$ cat src/inc/output_assign_pkg.sv
// constants, types and helper functions for the output assignment registers
// assumes a single 100 MHz clock domain and register offsets as word indices
package output_assign_pkg;

	localparam int            OUT_N         = 4;
	localparam int            ROLE_W        = 5;
	localparam int            SRC_N         = 18;
	localparam logic [15:0]   ADDR_ROLE1    = 16'h0FBB;
	localparam logic [15:0]   ADDR_KIND1    = 16'h0FBC;
	localparam logic [15:0]   ADDR_FAIL     = 16'h0FBD;
	localparam logic [15:0]   ADDR_ROLE2    = 16'h0FBE;
	localparam logic [15:0]   ADDR_KIND2    = 16'h0FBF;
	localparam logic [15:0]   ADDR_ROLE3    = 16'h0FC0;
	localparam logic [15:0]   ADDR_ROLE4    = 16'h0FC1;
	localparam logic [4:0]    ROLE_NONE     = 5'h00;
	localparam logic [4:0]    ROLE_CTRL     = 5'h01;
	localparam logic [4:0]    ROLE1_MAX     = 5'h0F;
	localparam logic [4:0]    ROLE2_MAX     = 5'h11;
	localparam logic [4:0]    ROLE34_MAX    = 5'h10;
	localparam logic [4:0]    ROLE1_RETX    = 5'h0C;
	localparam logic [4:0]    ROLE1_EV1     = 5'h0D;
	localparam logic [4:0]    ROLE34_EV1    = 5'h0E;
	localparam logic [4:0]    SRC_RETX      = 5'h0E;
	localparam logic [4:0]    SRC_EV1       = 5'h0F;
	localparam logic [15:0]   FAIL_MAX      = 16'h03E8;
	localparam logic [15:0]   FAIL_RESET    = 16'h0000;
	localparam logic [2:0]    KIND_NONE     = 3'h0;
	localparam logic [2:0]    KIND_CUR_420  = 3'h3;
	localparam logic [2:0]    KIND_CUR_020  = 3'h4;
	localparam logic [7:0]    EXC_NONE      = 8'h00;
	localparam logic [7:0]    EXC_ADDR      = 8'h02;
	localparam logic [7:0]    EXC_DATA      = 8'h03;
	localparam logic [1:0]    STRAP_LOAD    = 2'h2;
	localparam logic [1:0]    STRAP_DONE    = 2'h3;

	typedef enum logic [2:0] {
		SEL_ROLE1 = 3'h0, SEL_KIND1 = 3'h1, SEL_FAIL  = 3'h2, SEL_ROLE2 = 3'h3,
		SEL_KIND2 = 3'h4, SEL_ROLE3 = 3'h5, SEL_ROLE4 = 3'h6, SEL_NONE  = 3'h7
	} reg_sel_t;

	function automatic reg_sel_t decode_addr(input logic [15:0] a);
		if (a == ADDR_ROLE1)      return SEL_ROLE1;
		else if (a == ADDR_KIND1) return SEL_KIND1;
		else if (a == ADDR_FAIL)  return SEL_FAIL;
		else if (a == ADDR_ROLE2) return SEL_ROLE2;
		else if (a == ADDR_KIND2) return SEL_KIND2;
		else if (a == ADDR_ROLE3) return SEL_ROLE3;
		else if (a == ADDR_ROLE4) return SEL_ROLE4;
		else                      return SEL_NONE;
	endfunction : decode_addr

	// the four role tables share codes 0..11 and differ above
	function automatic logic [4:0] role_to_src(input int idx, input logic [4:0] code);
		if (idx == 0)
			return (code == ROLE1_RETX) ? SRC_RETX :
				(code >= ROLE1_EV1) ? 5'(code + 5'h02) : code;
		else if (idx == 1)
			return code;
		else
			return (code >= ROLE34_EV1) ? 5'(code + 5'h01) : code;
	endfunction : role_to_src

	function automatic logic is_current(input logic [2:0] k);
		return (k == KIND_CUR_420) || (k == KIND_CUR_020);
	endfunction : is_current

endpackage : output_assign_pkg

$ cat src/inc/route_if.sv
// role codes and event sources handed to the output router
// assumes the owner drives role and src on the system clock
interface route_if
	import output_assign_pkg::*;
	#(parameter int N = OUT_N);
	logic [ROLE_W-1:0] role [N];
	logic [SRC_N-1:0]  src;
	logic [N-1:0]      drive;
	modport owner  (output role, output src, input drive);
	modport router (input role, input src, output drive);
endinterface : route_if

$ cat src/rtl/output_assign_regs.sv
// holding registers that assign functions to the four outputs and kinds to the first two
// assumes a word-addressed register port fed by the serial protocol engine
// and event, fault and control-level inputs from logic on the same clock
module output_assign_regs
	import output_assign_pkg::*;
(
	// clock and reset
	input  wire logic        clk_sys,
	input  wire logic        rst_n,
	// register port
	input  wire logic        reg_req,
	input  wire logic        reg_we,
	input  wire logic [15:0] reg_addr,
	input  wire logic [15:0] reg_wdata,
	output logic             reg_ack,
	output logic [15:0]      reg_rdata,
	output logic [7:0]       reg_exc,
	// fitted hardware straps (pins)
	input  wire logic [2:0]  first_kind_fit,
	input  wire logic [2:0]  second_kind_fit,
	// event sources, sensor fault flag and control level
	input  wire logic [14:1] source_evt,
	input  wire logic        program_aux_event_one,
	input  wire logic        program_aux_event_two,
	input  wire logic        program_aux_event_three,
	input  wire logic        sensor_fault,
	input  wire logic [15:0] ctrl_level,
	// output stage
	output logic [3:0]       out_drive,
	output logic [15:0]      out1_level,
	output logic [2:0]       first_output_kind,
	output logic [2:0]       second_output_kind
);

	////////////////////////////////////////////////////////////////////////////
	// declarations

	logic [ROLE_W-1:0] first_output_role_r;
	logic [ROLE_W-1:0] second_output_role_r;
	logic [ROLE_W-1:0] third_output_role_r;
	logic [ROLE_W-1:0] fourth_output_role_r;
	logic [2:0]        kind1_r;
	logic [2:0]        kind2_r;
	logic [15:0]       sensor_fault_drive_level_r;
	logic [2:0]        fit1_s1_r;
	logic [2:0]        fit1_s2_r;
	logic [2:0]        fit2_s1_r;
	logic [2:0]        fit2_s2_r;
	logic [1:0]        strap_cnt_r;
	logic              strap_load;
	reg_sel_t          sel;
	logic              legal;
	logic              wr_ok;
	logic [15:0]       rd_nxt;

	route_if rif ();

	////////////////////////////////////////////////////////////////////////////
	// fitted hardware straps

	// straps are pins, so they pass two flops before anything reads them
	always_ff @(posedge clk_sys)
	begin
		if (!rst_n)
		begin
			fit1_s1_r <= KIND_NONE;
			fit1_s2_r <= KIND_NONE;
			fit2_s1_r <= KIND_NONE;
			fit2_s2_r <= KIND_NONE;
		end
		else
		begin
			fit1_s1_r <= first_kind_fit;
			fit1_s2_r <= fit1_s1_r;
			fit2_s1_r <= second_kind_fit;
			fit2_s2_r <= fit2_s1_r;
		end
	end

	always_ff @(posedge clk_sys)
	begin
		if (!rst_n)
			strap_cnt_r <= 2'h0;
		else if (strap_cnt_r != STRAP_DONE)
			strap_cnt_r <= 2'(strap_cnt_r + 2'h1);
	end

	assign strap_load = (strap_cnt_r == STRAP_LOAD);

	////////////////////////////////////////////////////////////////////////////
	// decode and write check

	assign sel = decode_addr(reg_addr);

	write_checker u_check (
		.sel   (sel),
		.wdata (reg_wdata),
		.kind1 (kind1_r),
		.kind2 (kind2_r),
		.legal (legal)
	);

	// a write that fails the check leaves the register untouched
	assign wr_ok = reg_req && reg_we && (sel != SEL_NONE) && legal;

	////////////////////////////////////////////////////////////////////////////
	// role registers

	always_ff @(posedge clk_sys)
	begin
		if (!rst_n)
		begin
			first_output_role_r  <= ROLE_NONE;
			second_output_role_r <= ROLE_NONE;
			third_output_role_r  <= ROLE_NONE;
			fourth_output_role_r <= ROLE_NONE;
		end
		else if (wr_ok)
		begin
			if (sel == SEL_ROLE1)
				first_output_role_r <= reg_wdata[ROLE_W-1:0];
			if (sel == SEL_ROLE2)
				second_output_role_r <= reg_wdata[ROLE_W-1:0];
			if (sel == SEL_ROLE3)
				third_output_role_r <= reg_wdata[ROLE_W-1:0];
			if (sel == SEL_ROLE4)
				fourth_output_role_r <= reg_wdata[ROLE_W-1:0];
		end
	end

	////////////////////////////////////////////////////////////////////////////
	// kind registers

	// the strap sets the kind once; later only the current range may change
	always_ff @(posedge clk_sys)
	begin
		if (!rst_n)
		begin
			kind1_r <= KIND_NONE;
			kind2_r <= KIND_NONE;
		end
		else if (strap_load)
		begin
			kind1_r <= fit1_s2_r;
			kind2_r <= fit2_s2_r;
		end
		else if (wr_ok && (sel == SEL_KIND1))
			kind1_r <= reg_wdata[2:0];
		else if (wr_ok && (sel == SEL_KIND2))
			kind2_r <= reg_wdata[2:0];
	end

	////////////////////////////////////////////////////////////////////////////
	// fallback level

	always_ff @(posedge clk_sys)
	begin
		if (!rst_n)
			sensor_fault_drive_level_r <= FAIL_RESET;
		else if (wr_ok && (sel == SEL_FAIL))
			sensor_fault_drive_level_r <= reg_wdata;
	end

	////////////////////////////////////////////////////////////////////////////
	// register port answer

	always_comb
	begin
		rd_nxt = 16'h0000;
		case (sel)
			SEL_ROLE1: rd_nxt = 16'(first_output_role_r);
			SEL_KIND1: rd_nxt = 16'(kind1_r);
			SEL_FAIL:  rd_nxt = sensor_fault_drive_level_r;
			SEL_ROLE2: rd_nxt = 16'(second_output_role_r);
			SEL_KIND2: rd_nxt = 16'(kind2_r);
			SEL_ROLE3: rd_nxt = 16'(third_output_role_r);
			SEL_ROLE4: rd_nxt = 16'(fourth_output_role_r);
			default:   rd_nxt = 16'h0000;
		endcase
	end

	always_ff @(posedge clk_sys)
	begin
		if (!rst_n)
		begin
			reg_ack   <= 1'b0;
			reg_rdata <= 16'h0000;
			reg_exc   <= EXC_NONE;
		end
		else
		begin
			reg_ack <= reg_req;
			if (reg_req)
			begin
				reg_rdata <= reg_we ? 16'h0000 : rd_nxt;
				if (sel == SEL_NONE)
					reg_exc <= EXC_ADDR;
				else if (reg_we && !legal)
					reg_exc <= EXC_DATA;
				else
					reg_exc <= EXC_NONE;
			end
		end
	end

	////////////////////////////////////////////////////////////////////////////
	// output routing

	assign rif.role[0] = first_output_role_r;
	assign rif.role[1] = second_output_role_r;
	assign rif.role[2] = third_output_role_r;
	assign rif.role[3] = fourth_output_role_r;
	assign rif.src     = {program_aux_event_three, program_aux_event_two,
		program_aux_event_one, source_evt, 1'b0};

	output_router u_router (
		.rif (rif.router)
	);

	always_ff @(posedge clk_sys)
	begin
		if (!rst_n)
		begin
			out_drive          <= 4'h0;
			out1_level         <= 16'h0000;
			first_output_kind  <= KIND_NONE;
			second_output_kind <= KIND_NONE;
		end
		else
		begin
			out_drive          <= rif.drive;
			// proportional control falls back to the stored level on a dead sensor
			out1_level         <= (sensor_fault && (first_output_role_r == ROLE_CTRL))
				? sensor_fault_drive_level_r : ctrl_level;
			first_output_kind  <= kind1_r;
			second_output_kind <= kind2_r;
		end
	end
endmodule : output_assign_regs

$ cat src/rtl/write_checker.sv
// legality check of a holding register write
// assumes sel comes from address decode and kinds hold the fitted hardware
module write_checker
	import output_assign_pkg::*;
(
	// request
	input  wire reg_sel_t    sel,
	input  wire logic [15:0] wdata,
	// present kinds
	input  wire logic [2:0]  kind1,
	input  wire logic [2:0]  kind2,
	// verdict
	output logic             legal
);
	always_comb
	begin
		legal = 1'b0;
		case (sel)
			SEL_ROLE1: legal = (wdata <= 16'(ROLE1_MAX));
			SEL_ROLE2: legal = (wdata <= 16'(ROLE2_MAX));
			SEL_ROLE3: legal = (wdata <= 16'(ROLE34_MAX));
			SEL_ROLE4: legal = (wdata <= 16'(ROLE34_MAX));
			SEL_FAIL:  legal = (wdata <= FAIL_MAX);
			// only a fitted current output may swap its range
			SEL_KIND1: legal = is_current(kind1) && (wdata[15:3] == 13'h0000)
				&& is_current(wdata[2:0]);
			SEL_KIND2: legal = is_current(kind2) && (wdata[15:3] == 13'h0000)
				&& is_current(wdata[2:0]);
			default:   legal = 1'b0;
		endcase
	end
endmodule : write_checker

$ cat src/rtl/output_router.sv
// routes one event source to each output according to its role code
// assumes role codes are already legal for their output
module output_router
	import output_assign_pkg::*;
(
	// carrier
	route_if.router rif
);
	for (genvar i = 0; i < OUT_N; i++)
	begin : g_out
		// role 0 maps to src bit 0, which the owner ties low
		assign rif.drive[i] = rif.src[role_to_src(i, rif.role[i])];
	end
endmodule : output_router

$ cat config.mk
export PLATFORM = sky130hd
export DESIGN_NAME = output_assign_regs
export DESIGN_NICKNAME = d
export VERILOG_FILES = /design/src/inc/output_assign_pkg.sv /design/src/inc/route_if.sv /design/src/rtl/output_assign_regs.sv /design/src/rtl/write_checker.sv /design/src/rtl/output_router.sv
export SDC_FILE = /design/constraint.sdc
export NUM_CORES = 1
export LEC_CHECK = 0
export BUFFER_PORTS_ARGS = -buffer_cell sky130_fd_sc_hd__buf_2
export CAP_MARGIN = 15
export CORE_UTILIZATION = 54
export CTS_CLUSTER_DIAMETER = 120
export CTS_CLUSTER_SIZE = 14
export DETAILED_ROUTE_END_ITERATION = 8
export PLACE_DENSITY = 0.87
export SETUP_SLACK_MARGIN = 0.5
export SYNTH_ARGS = -nofsm -noshare
export SYNTH_HDL_FRONTEND = slang
export SYNTH_SLANG_ARGS = --single-unit
$ cat constraint.sdc
create_clock -name clk_sys -period 3.34 [get_ports clk_sys]
set_clock_uncertainty 0.2 [all_clocks]
set_input_delay 0.167 -clock clk_sys [delete_from_list [all_inputs] [get_ports clk_sys]]
set_output_delay 0.167 -clock clk_sys [all_outputs]
set_load 0.005 [all_outputs]
## After elaboration in Yosys (flattened, before gate mapping)

Index checks and enable logic that the tools add are counted.

| cells by class | value |
|---|---|
| $add $sub $neg | 4 |
| $lt $le $gt $ge | 11 |
| eq/ne operators | 26 |
| muxes and demuxes | 30 |
| reduce and logical (&&, ||, !) cells | 26 |

Operators with widths:

| kind | number |
|---|---|
| 16-bit by 12-bit equality test with 1-bit output, second input constant | 7 |
| 16-bit one-hot mux with 7 select lines | 1 |
| 16-bit by 5-bit less-or-equal comparator with 1-bit output, second input constant | 2 |
| 16-bit 2-to-1 mux | 2 |
| 3-bit 2-to-1 mux | 9 |
| 5-bit by 6-bit < comparator with 1-bit output, second input constant | 4 |
| 3-bit equality test, second input constant | 7 |
| 1-bit binary-select mux with 5-bit select | 4 |
| 5-bit 2-to-1 mux | 4 |
| 16-bit by 10-bit less-or-equal comparator with 1-bit output, second input constant | 1 |
| 16-bit by 4-bit less-or-equal comparator with 1-bit output, second input constant | 1 |
| 3-bit by 2-bit equality test with 1-bit output, second input constant | 5 |
| 5-bit by 4-bit greater-or-equal comparator with 1-bit output, second input constant | 3 |
| 13-bit zero test | 1 |
| 1-bit logical AND | 12 |
| 5-bit by 1-bit adder with 5-bit output, second input constant | 2 |
| 2-bit AND reduction | 5 |
| 2-bit 2-to-1 mux | 4 |
| 1-bit one-hot mux with 6 select lines | 1 |
| 5-bit by 2-bit adder with 5-bit output, second input constant | 1 |
| 5-bit by 1-bit equality test with 1-bit output, second input constant | 1 |
| 5-bit by 4-bit equality test with 1-bit output, second input constant | 1 |
| 1-bit 2-to-1 mux | 5 |
| 2-bit != test, second input constant | 2 |
| other kinds (9) | 12 |

| storage, ports and cells | value |
|---|---|
| register bits after elaboration | 107 |
| input port bits | 76 |
| output and inout bits | 51 |
| logic and storage cells | 116 |

## Logic depth before layout (Yosys ltp)

Gate-level depths: netlist of run 1.

| logic depth | value |
|---|---|
| word-level depth | 16 |
| mapped depth | 9 |
| gate-level depth less buffers | 8 |

## Cells and area by module

From an unflattened synthesis of run 1, not the netlist that was laid out.

| unflattened totals | value |
|---|---|
| cells, all modules | 650 |
| area total of the unflattened synthesis | 5798.1 um2 |

Modules (own cells, without submodules):

| module | times used | cells an instance | area each (um2) | sequential area each (um2) |
|---|---|---|---|---|
| output_assign_regs | 1 | 472 | 4331.7 | 2021.9 |
| output_router | 1 | 148 | 1249.9 | 0.0 |
| write_checker | 1 | 30 | 216.5 | 0.0 |

## Worst setup path after synthesis of run 1

OpenSTA, ideal clock, no wires.

| timing path | value |
|---|---|
| path kind | reg-to-reg |
| from | reg first_output_role_r[1] |
| to | reg out_drive[0] |
| data arrival time | 2.468 ns |
| required time | 3.008 ns |
| path slack | 0.539 ns |
| stages on the path, launching flop included | 10 |
| path buffers | 1 |
| cells stage by stage | dfxtp_1 > clkbuf_1 > inv_1 > ha_1 > a21oi_1 > o21ai_0 > a21oi_1 > mux4_2 > a22oi_1 > o311ai_1 |

| between the ends | value |
|---|---|
| cells in the longest elaborated chain, start to end | 5 |
| elaborated cells between the ends (all ways) | 7 |
| classes of those cells | add/sub: 1; order compare: 1; eq/ne: 1; mux: 4 |

RTL lines:

| element | line | text |
|---|---|---|
| start: declaration | output_assign_regs.sv:38 | `logic [ROLE_W-1:0] first_output_role_r;` |
| start signal: assignment | output_assign_regs.sv:121 | `first_output_role_r <= reg_wdata[ROLE_W-1:0];` |
| 5-bit by 2-bit adder with 5-bit output / 5-bit by 4-bit greater-or-equal comparator with 1-bit output (equally long branches) | output_assign_pkg.sv:56 | `(code >= ROLE1_EV1) ? 5'(code + 5'h02) : code;` |
| 5-bit 2-to-1 mux | output_assign_pkg.sv:56 |  |
| 5-bit 2-to-1 mux (*) | output_assign_pkg.sv:55 | `return (code == ROLE1_RETX) ? SRC_RETX :` |
| 1-bit binary-select mux with 5-bit select (*) | output_router.sv:12 | `assign rif.drive[i] = rif.src[role_to_src(i, rif.role[i])];` |
| 1-bit 2-to-1 mux (implied by the code) (*) | output_router.sv:12 |  |
| end signal: assignment | output_assign_regs.sv:231 | `out_drive <= rif.drive;` |
| end: declaration | output_assign_regs.sv:29 | `output logic [3:0] out_drive,` |

Every way passes the cells marked *; elsewhere a longest branch is shown, timed or not. The select of a mux whose other input is x is not followed.
A chain may end at the register's enable or synchronous reset.

## Worst setup path after layout of run 1

| timing path | value |
|---|---|
| from | in reg_wdata[7] |
| to | reg sensor_fault_drive_level_r[6] |

| between the ends | value |
|---|---|
| cells in the longest elaborated chain, start to end | 6 |
| elaborated cells between the ends (all ways) | 12 |
| classes of those cells | order compare: 4; mux: 1; reduce/logical: 7 |

RTL lines:

| element | line | text |
|---|---|---|
| start: declaration | output_assign_regs.sv:14 | `input wire logic [15:0] reg_wdata,` |
| branches (longest 3 deep; another with 16-bit by 10-bit less-or-equal comparator with 1-bit output) | - |  |
| 1-bit one-hot mux with 6 select lines (*) | write_checker.sv:18 | `case (sel)` |
| 1-bit logical AND (*) | output_assign_regs.sv:104 | `assign wr_ok = reg_req && reg_we && (sel != SEL_NONE) && legal;` |
| 1-bit logical AND (*) | output_assign_regs.sv:160 | `else if (wr_ok && (sel == SEL_FAIL))` |
| end signal: assignment | output_assign_regs.sv:161 | `sensor_fault_drive_level_r <= reg_wdata;` |
| end: declaration | output_assign_regs.sv:44 | `logic [15:0] sensor_fault_drive_level_r;` |

Every way passes the cells marked *.

==> run_results.csv, run 1 <==
group,metric,value,unit
timing,finalCritPeriodShare,87.5,%
setup_path,slowest_delay,0.57,ns
setup_path,worstPathCellList,"dlygate4sd3_1, buf_2, or4_1, nor4_2, o2111a_2, nor2_1, a2111oi_4, buf_4, mux2i_1",
clock_tree,path_clk_slew,0.10,ns
floorplanning,initial_core_util,55.9,%
clock_tree,cts_tree,"yes",
final_layout,mostFrequentLayoutCell,"buf_2",
routing,drt_pass1_iterations,6,
timing,fin_setup_tns,0,ns
synth,synthArstFlopShare,0,%
place,gp_congestion,0.900,
setup_path,cp.arrival,3.02,ns
grt,gr-total-overflow,0,
grt,grt_pass1_vias,4882,
synth,synth_top_area_share,37.0,%
setup_path,worst_ep_required_time,3.43,ns
power,powerDensity,354,mW/mm²
setup_path,startpoint_type,"primary input",
final_layout,finalNetCount,826,
routing,postRouteAntennaNets,0,
synth,synth_ff_type,"dfxtp_1",
synth,synthTopCellsByArea,"dfxtp_1 37%, mux2i_1 10%, mux4_2 4.5%",
floorplanning,die_w,103,µm
routing,drtIter0Drc,455,
floorplanning,die-area,0.0105,mm²
synth,ys_warn_count,0,
clock_tree,clk_latency,0.37,ns
final_layout,drive_gt1_share,24.5,%
final_layout,insertedDiodeCount,0,
floorplanning,die_h,103,µm
clock_tree,cts.sinks,101,
timing,setup_viol,0,
place,hpwl,10.4,mm
timing,grt_setup_unrepaired,"true",
place,numPortBuffers,120,
setup_path,critPathSlowestCell,"or4_1",
routing,num_vias,5265,
routing,viasPerCell,5.98,
synth,synth.avg_cell_area,8.87,µm²
timing,holdWs,0.0173,ns
grt,grt_max_degree,84,
routing,drc,0,
place,pre_cts_slack,0.368,ns
routing,drt_wl_total,15.7,mm
routing,drt-wirelength-per-cell,17.8,µm
synth,seq_area_frac_synth,37.0,%
synth,syn_area,0.00546,mm²
setup_path,crit_fanout,4,
grt,grt_first_pass_wirelength,23.8,mm
timing,slew_headroom,49.7,%
final_layout,final_cells,880,
clock_tree,root_buffer,"clkbuf_8",
power,ir_drop,0.304,mV
timing,report.final.slew_viol_count,0,
grt,grt_antenna_before_repair,0,
final_layout,layout_common_cells,"120 x buf_2, 98 x dfxtp_1, 64 x nand2_1, 55 x mux2i_1, 46 x nor2_1",
run_status,status,"complete, no violations",
floorplanning,io-pin-count,127,
floorplanning,rows,36,
power,cellLeakagePower,3.02,nW
synth,synth-edff-count,0,
timing,clock.fmax,342,MHz
floorplanning,core_area,0.00977,mm²
power,power,0.00235,W
setup_path,critPathKind,"primary input to register",
hold_path,hold_path.class,"primary input to register",
clock_tree,cts_max_level,3,
timing,period_minus_slack,2.92,ns
final_layout,area_growth,21.3,%
synth,ys_types,68,
place,placedCellCount,830,
synth,ys_seq_elements,101,
timing,tightest_slew,0.755,ns
setup_path,critPathCaptureType,"register",
job,drv_cap,0,
timing,layout_setup_ws,0.419,ns
timing,hold_viol,0,
clock_tree,cts_buffers,9,
grt,grt_use_total,29.3,%
synth,yosysTopAreaCell,"dfxtp_1",
clock_tree,clockBufferDepth,2,
synth,synthCells,616,
-- worst paths after layout --
| check | startpoint | slack (ns) | cells after the start | end |
|---|---|---|---|---|
| worst min-delay path | reg_wdata[4] | 0.02 | 3 | third_output_role_r[4]$_SDFFE_PN0P_ |
| worst max-delay path | reg_wdata[7] | 0.42 | 9 | sensor_fault_drive_level_r[6]$_SDFFE_PN0P_ |
| worst max register to register | first_output_role_r[1]$_SDFFE_PN0P_ | 0.58 | 8 | out_drive[0]$_SDFF_PN0_ |
| worst min register to register | fit2_s1_r[0]$_SDFF_PN0_ | 0.24 | 1 | fit2_s2_r[0]$_SDFF_PN0_ |
-- Yosys cell counts (17+ instances only) --
| master | n |
|---|---|
| a21oi_1 | 26 |
| and2_1 | 27 |
| clkbuf_1 | 36 |
| dfxtp_1 | 101 |
| inv_1 | 18 |
| mux2i_1 | 55 |
| nand2_1 | 64 |
| nand3_1 | 17 |
| nor2_1 | 46 |
| nor2b_1 | 17 |
| nor3_1 | 17 |
| o21ai_0 | 22 |
-- cells by family (layout without fill, tap and decap cells) --
family / after synthesis / after routing / synth area share, %
compound gates: 118 / 118 / 15.6
flops: 101 / 101 / 37.0
xor+xnor: 1 / 1 / 0.160
mux: 73 / 73 / 16.1
other cells: 1 / 6 / 0.0687
fa+ha+maj: 8 / 8 / 1.83
simple gates: 247 / 247 / 24.1
buf+inv: 67 / 193 / 5.15
-- layout make-up --
type / instances / area, µm²
Fill cell: 745 / 3150
Clock inverter: 6 / 66.3
Sequential cell: 101 / 2030
Multi-Input combinational cell: 453 / 3190
Inverter: 19 / 71.3
Tap cell: 133 / 166
Clock buffer: 10 / 138
Timing Repair Buffer: 158 / 968
-- through the flow --
step	instance area [µm²]	utilization, %
floorplan	5480	-
global placement	6070	62.1
detailed placement	6070	62.1
CTS	6580	67.3
global route	6630	67.8
finish	6630	67.8
-- power by group --
| group | switching (W) | leakage (nW) | internal, W | total, W |
|---|---|---|---|---|
| Clock | 0.000470 | 0.101 | 0.000315 | 0.000785 |
| Combinational | 0.000149 | 2.09 | 0.000137 | 0.000286 |
| Sequential | 0.0000287 | 0.824 | 0.00125 | 0.00128 |
-- per-layer routing --
layer	vias to the layer above	track usage, %	share of wire (%)	wire [µm]
li1	2464	-	-	-
met1	2452	35.0	40	6210
met2	303	52.2	50	7810
met3	46	4.61	7.5	1170
met4	0	12.3	3.1	491
met5	-	0	0	0
-- sequential cells by signal (all words and copies together) (netlist names), 4 cells and up --
signal                      count
first_output_role_r             5
fourth_output_role_r            5
out1_level                     16
out_drive                       4
reg_rdata                      16
second_output_role_r            5
sensor_fault_drive_level_r     16
third_output_role_r             5
-- worst max-delay path: cells and delay by family --
kind                   cells  cell delay (ns)
AND/OR/NAND/NOR            3             1.07
buffers and inverters      3             0.86
AO/OA/AOI/OAI              2             0.69
multiplexers               1             0.21
-- repair_timing --
item / in CTS / in global routing
endpoints found under the hold margin: 30 / 0
endpoints found under the setup margin: 2 / 19
resized for setup: 2 / 4
hold buffers: 30 / 0
pin swaps: 0 / 2
buffers inserted: 0 / 3
No activity file was read; power rests on OpenSTA's default activity.
==> run 2, diff against run 1 <==
--- a/config.mk
+++ b/config.mk
@@ -5,13 +5,14 @@
 export SDC_FILE = /design/constraint.sdc
 export NUM_CORES = 1
 export LEC_CHECK = 0
+export ABC_AREA = 1
 export BUFFER_PORTS_ARGS = -buffer_cell sky130_fd_sc_hd__buf_2
 export CAP_MARGIN = 15
-export CORE_UTILIZATION = 54
+export CORE_UTILIZATION = 55
 export CTS_CLUSTER_DIAMETER = 120
 export CTS_CLUSTER_SIZE = 14
 export DETAILED_ROUTE_END_ITERATION = 8
-export PLACE_DENSITY = 0.87
+export PLACE_DENSITY = 0.88
 export SETUP_SLACK_MARGIN = 0.5
 export SYNTH_ARGS = -nofsm -noshare
 export SYNTH_HDL_FRONTEND = slang
==> run 2 against run 1 <==
Critical endpoint is now reg_rdata[15]$_SDFFE_PN0P_; hold slack worse by 0.012 ns; sequential share of layout area down 1.0 points; power down 1.7%; clock power down 0.5%; final cell count up 32%.
==> run_results.csv, run 2 <==
group,metric,value,unit
run_status,status,"complete, no violations",
timing,hold_viol,0,
synth,seq_area_frac_synth,35.3,%
grt,grt_pass1_vias,5448,
grt,gr-total-overflow,0,
routing,drt_wl_total,14.9,mm
timing,clock.fmax,399,MHz
final_layout,mostFrequentLayoutCell,"nand2_1",
grt,grt_first_pass_wirelength,25.2,mm
floorplanning,die_w,104,µm
timing,tightest_slew,0.721,ns
setup_path,ff2ff_setup_slack,0.90,ns
setup_path,reg2reg_depth,11,
routing,drt-wirelength-per-cell,12.8,µm
clock_tree,clockBufferDepth,2,
setup_path,cp.arrival,2.62,ns
setup_path,startpoint_type,"primary input",
synth,synthCells,893,
final_layout,finalNetCount,1107,
setup_path,slowest_delay,0.72,ns
final_layout,insertedDiodeCount,0,
clock_tree,clk_latency,0.38,ns
job,drv_cap,0,
routing,drtIter0Drc,411,
clock_tree,postCtsResizedCells,0,
floorplanning,die_h,104,µm
setup_path,critPathSlowestCell,"nor2_1",
power,cellLeakagePower,3.37,nW
timing,report.final.slew_viol_count,0,
floorplanning,rows,36,
final_layout,area_growth,19.5,%
clock_tree,cts_setup_buffers,0,
place,hpwl,10.7,mm
grt,grt_use_total,28.2,%
grt,grt_max_degree,45,
place,numPortBuffers,120,
synth,ys_seq_elements,101,
hold_path,hp-start,"reg_wdata[4]",
final_layout,fill_cells,863,
timing,fin_setup_tns,0,ns
power,powerDensity,337,mW/mm²
synth,synth.avg_cell_area,6.41,µm²
timing,finalCritPeriodShare,75.0,%
synth,synthTopCellsByArea,"dfxtp_1 35%, nand2_1 13%, nand3_1 8.0%",
power,ir_drop,0.334,mV
setup_path,critPathCaptureType,"register",
clock_tree,cts.sinks,101,
hold_path,hold_depth,5,
synth,syn_area,0.00572,mm²
final_layout,fin_util,69.0,%
floorplanning,initial_core_util,57.7,%
synth,synth-edff-count,0,
floorplanning,core_area,0.00991,mm²
clock_tree,root_buffer,"clkbuf_8",
timing,period_minus_slack,2.50,ns
setup_path,worstPathCellList,"dlygate4sd3_1, buf_2, clkinv_1, nor2_1, nand3_1, a21oi_1",
setup_path,worst_ep_required_time,3.46,ns
synth,synthTopCellsByCount,"203 x nand2_1, 113 x inv_1, 108 x nor2_1",
synth,ys_warn_count,0,
clock_tree,cts_max_level,3,
routing,viasPerCell,5.22,
routing,postRouteAntennaNets,0,
setup_path,reg2reg_from,"third_output_role_r[0]$_SDFFE_PN0P_",
timing,setup_viol,0,
synth,yosysTopAreaCell,"dfxtp_1",
grt,grt_antenna_before_repair,0,
clock_tree,cts_buffers,9,
final_layout,top_regs,"out1_level (16), reg_rdata (16), sensor_fault_drive_level_r (16)",
hold_path,hold_path.class,"primary input to register",
routing,drc,0,
clock_tree,cts_tree,"yes",
floorplanning,die-area,0.0108,mm²
floorplanning,io-pin-count,127,
setup_path,crit_fanout,18,
synth,synthArstFlopShare,0,%
setup_path,r2r_end,"out_drive[2]$_SDFF_PN0_",
timing,grt_setup_unrepaired,"false",
routing,num_vias,6060,
setup_path,critPathKind,"primary input to register",
synth,yosysMostFrequentCell,"nand2_1",
clock_tree,path_clk_slew,0.11,ns
synth,synth_ff_type,"dfxtp_1",
synth,synth_top_area_share,35.3,%
routing,drt_pass1_iterations,5,
final_layout,drive_gt1_share,17.2,%
place,gp_congestion,0.932,
timing,slew_headroom,51.9,%
synth,ys_types,42,
hold_path,hold_path_end,"third_output_role_r[4]$_SDFFE_PN0P_",
final_layout,layout_common_cells,"203 x nand2_1, 120 x buf_2, 113 x inv_1, 108 x nor2_1, 101 x dfxtp_1",
run 2: cell types whose count changed in the layout (fill, tap and decap cells not counted), sizes merged, moves of 8 or more:
cell	before	now
nand2	64	211
inv	21	119
nor2	46	124
nand3	17	94
a21oi	26	82
mux2i	55	0
o21ai	25	55
and2	28	0
nor2b	17	0
mux4	11	0
and3	10	0
nand2b	10	0
nand4	2	10
run 2: per-stage QoR:
step	std cells	cell area (µm²)	hold WS, ns	setup WS (ns)	total power (W)
global placement	1115	6330	0.147	0.802	0.00151
detailed placement	1115	6330	0.152	0.764	0.00152
global route	1161	6840	0.0458	0.553	0.00239
finish	1161	6840	0.00530	0.836	0.00231
floorplan	898	5740	0.0646	1.26	0.00142
CTS	1161	6840	0.000506	0.868	0.00231
run 2: logic make-up (layout without fill, tap and decap cells):
kind of cell,count (synthesis),after routing,share of synthesized area (%)
buffers and inverters,162,292,11.6
adders and majority gates,8,8,1.75
DFF,101,101,35.3
other,1,6,0.0656
AOI/OAI and AO/OA,158,158,14.7
xor gates and xnor gates,3,3,0.459
and+or+nand+nor,460,460,36.0
run 2: where the power goes:
group	switching [W]	internal [W]	leakage, nW	total (W)
registers	0.0000172	0.00124	0.822	0.00125
logic	0.000157	0.000115	2.45	0.000272
clock network	0.000485	0.000296	0.0990	0.000781
total	0.000659	0.00165	3.37	0.00231
run 2: how the worst max path moves through the flow:
stage,slack [ns],from,to,depth (start not counted)
after global placement,0.80,reg_addr[13],sensor_fault_drive_level_r[9]$_SDFFE_PN0P_,13
after CTS,0.87,reg_wdata[5],sensor_fault_drive_level_r[9]$_SDFFE_PN0P_,14
after floorplan,1.26,third_output_role_r[0]$_SDFFE_PN0P_,out_drive[2]$_SDFF_PN0_,11
after global routing,0.55,fourth_output_role_r[0]$_SDFFE_PN0P_,out_drive[3]$_SDFF_PN0_,15
final,0.84,reg_req,reg_rdata[15]$_SDFFE_PN0P_,6
after detailed placement,0.76,reg_addr[13],sensor_fault_drive_level_r[9]$_SDFFE_PN0P_,13
run 2: metal layers:
metal  track usage, %  up-vias  routed length, µm
met5                0        -                  0
met1             36.9     2649               6590
met2             46.4      255               6840
met4             10.5        0                357
met3             4.82       33               1080
li1                 -     3123                  -
run 2: worst max-delay path: cells and delay by family:
kind / cells / cell delay, ns
compound gates: 1 / 0.17
buf+inv: 3 / 1.31
simple gates: 2 / 0.96
run 2: what timing repair did:
item | CTS | global route
endpoints found under the hold margin | 31 | 0
hold buffers | 30 | 0
endpoints found under the setup margin | 0 | 0
run 2: cell type report:
type | instances | area [µm²] | area share, %
inverters | 121 | 455 | 6.66
well taps | 133 | 166 | 2.43
multi-input cells | 635 | 3050 | 44.6
clock buffers | 9 | 124 | 1.81
flip-flops and latches | 101 | 2020 | 29.6
repair buffers | 155 | 938 | 13.7
clock inverters | 7 | 80.1 | 1.17
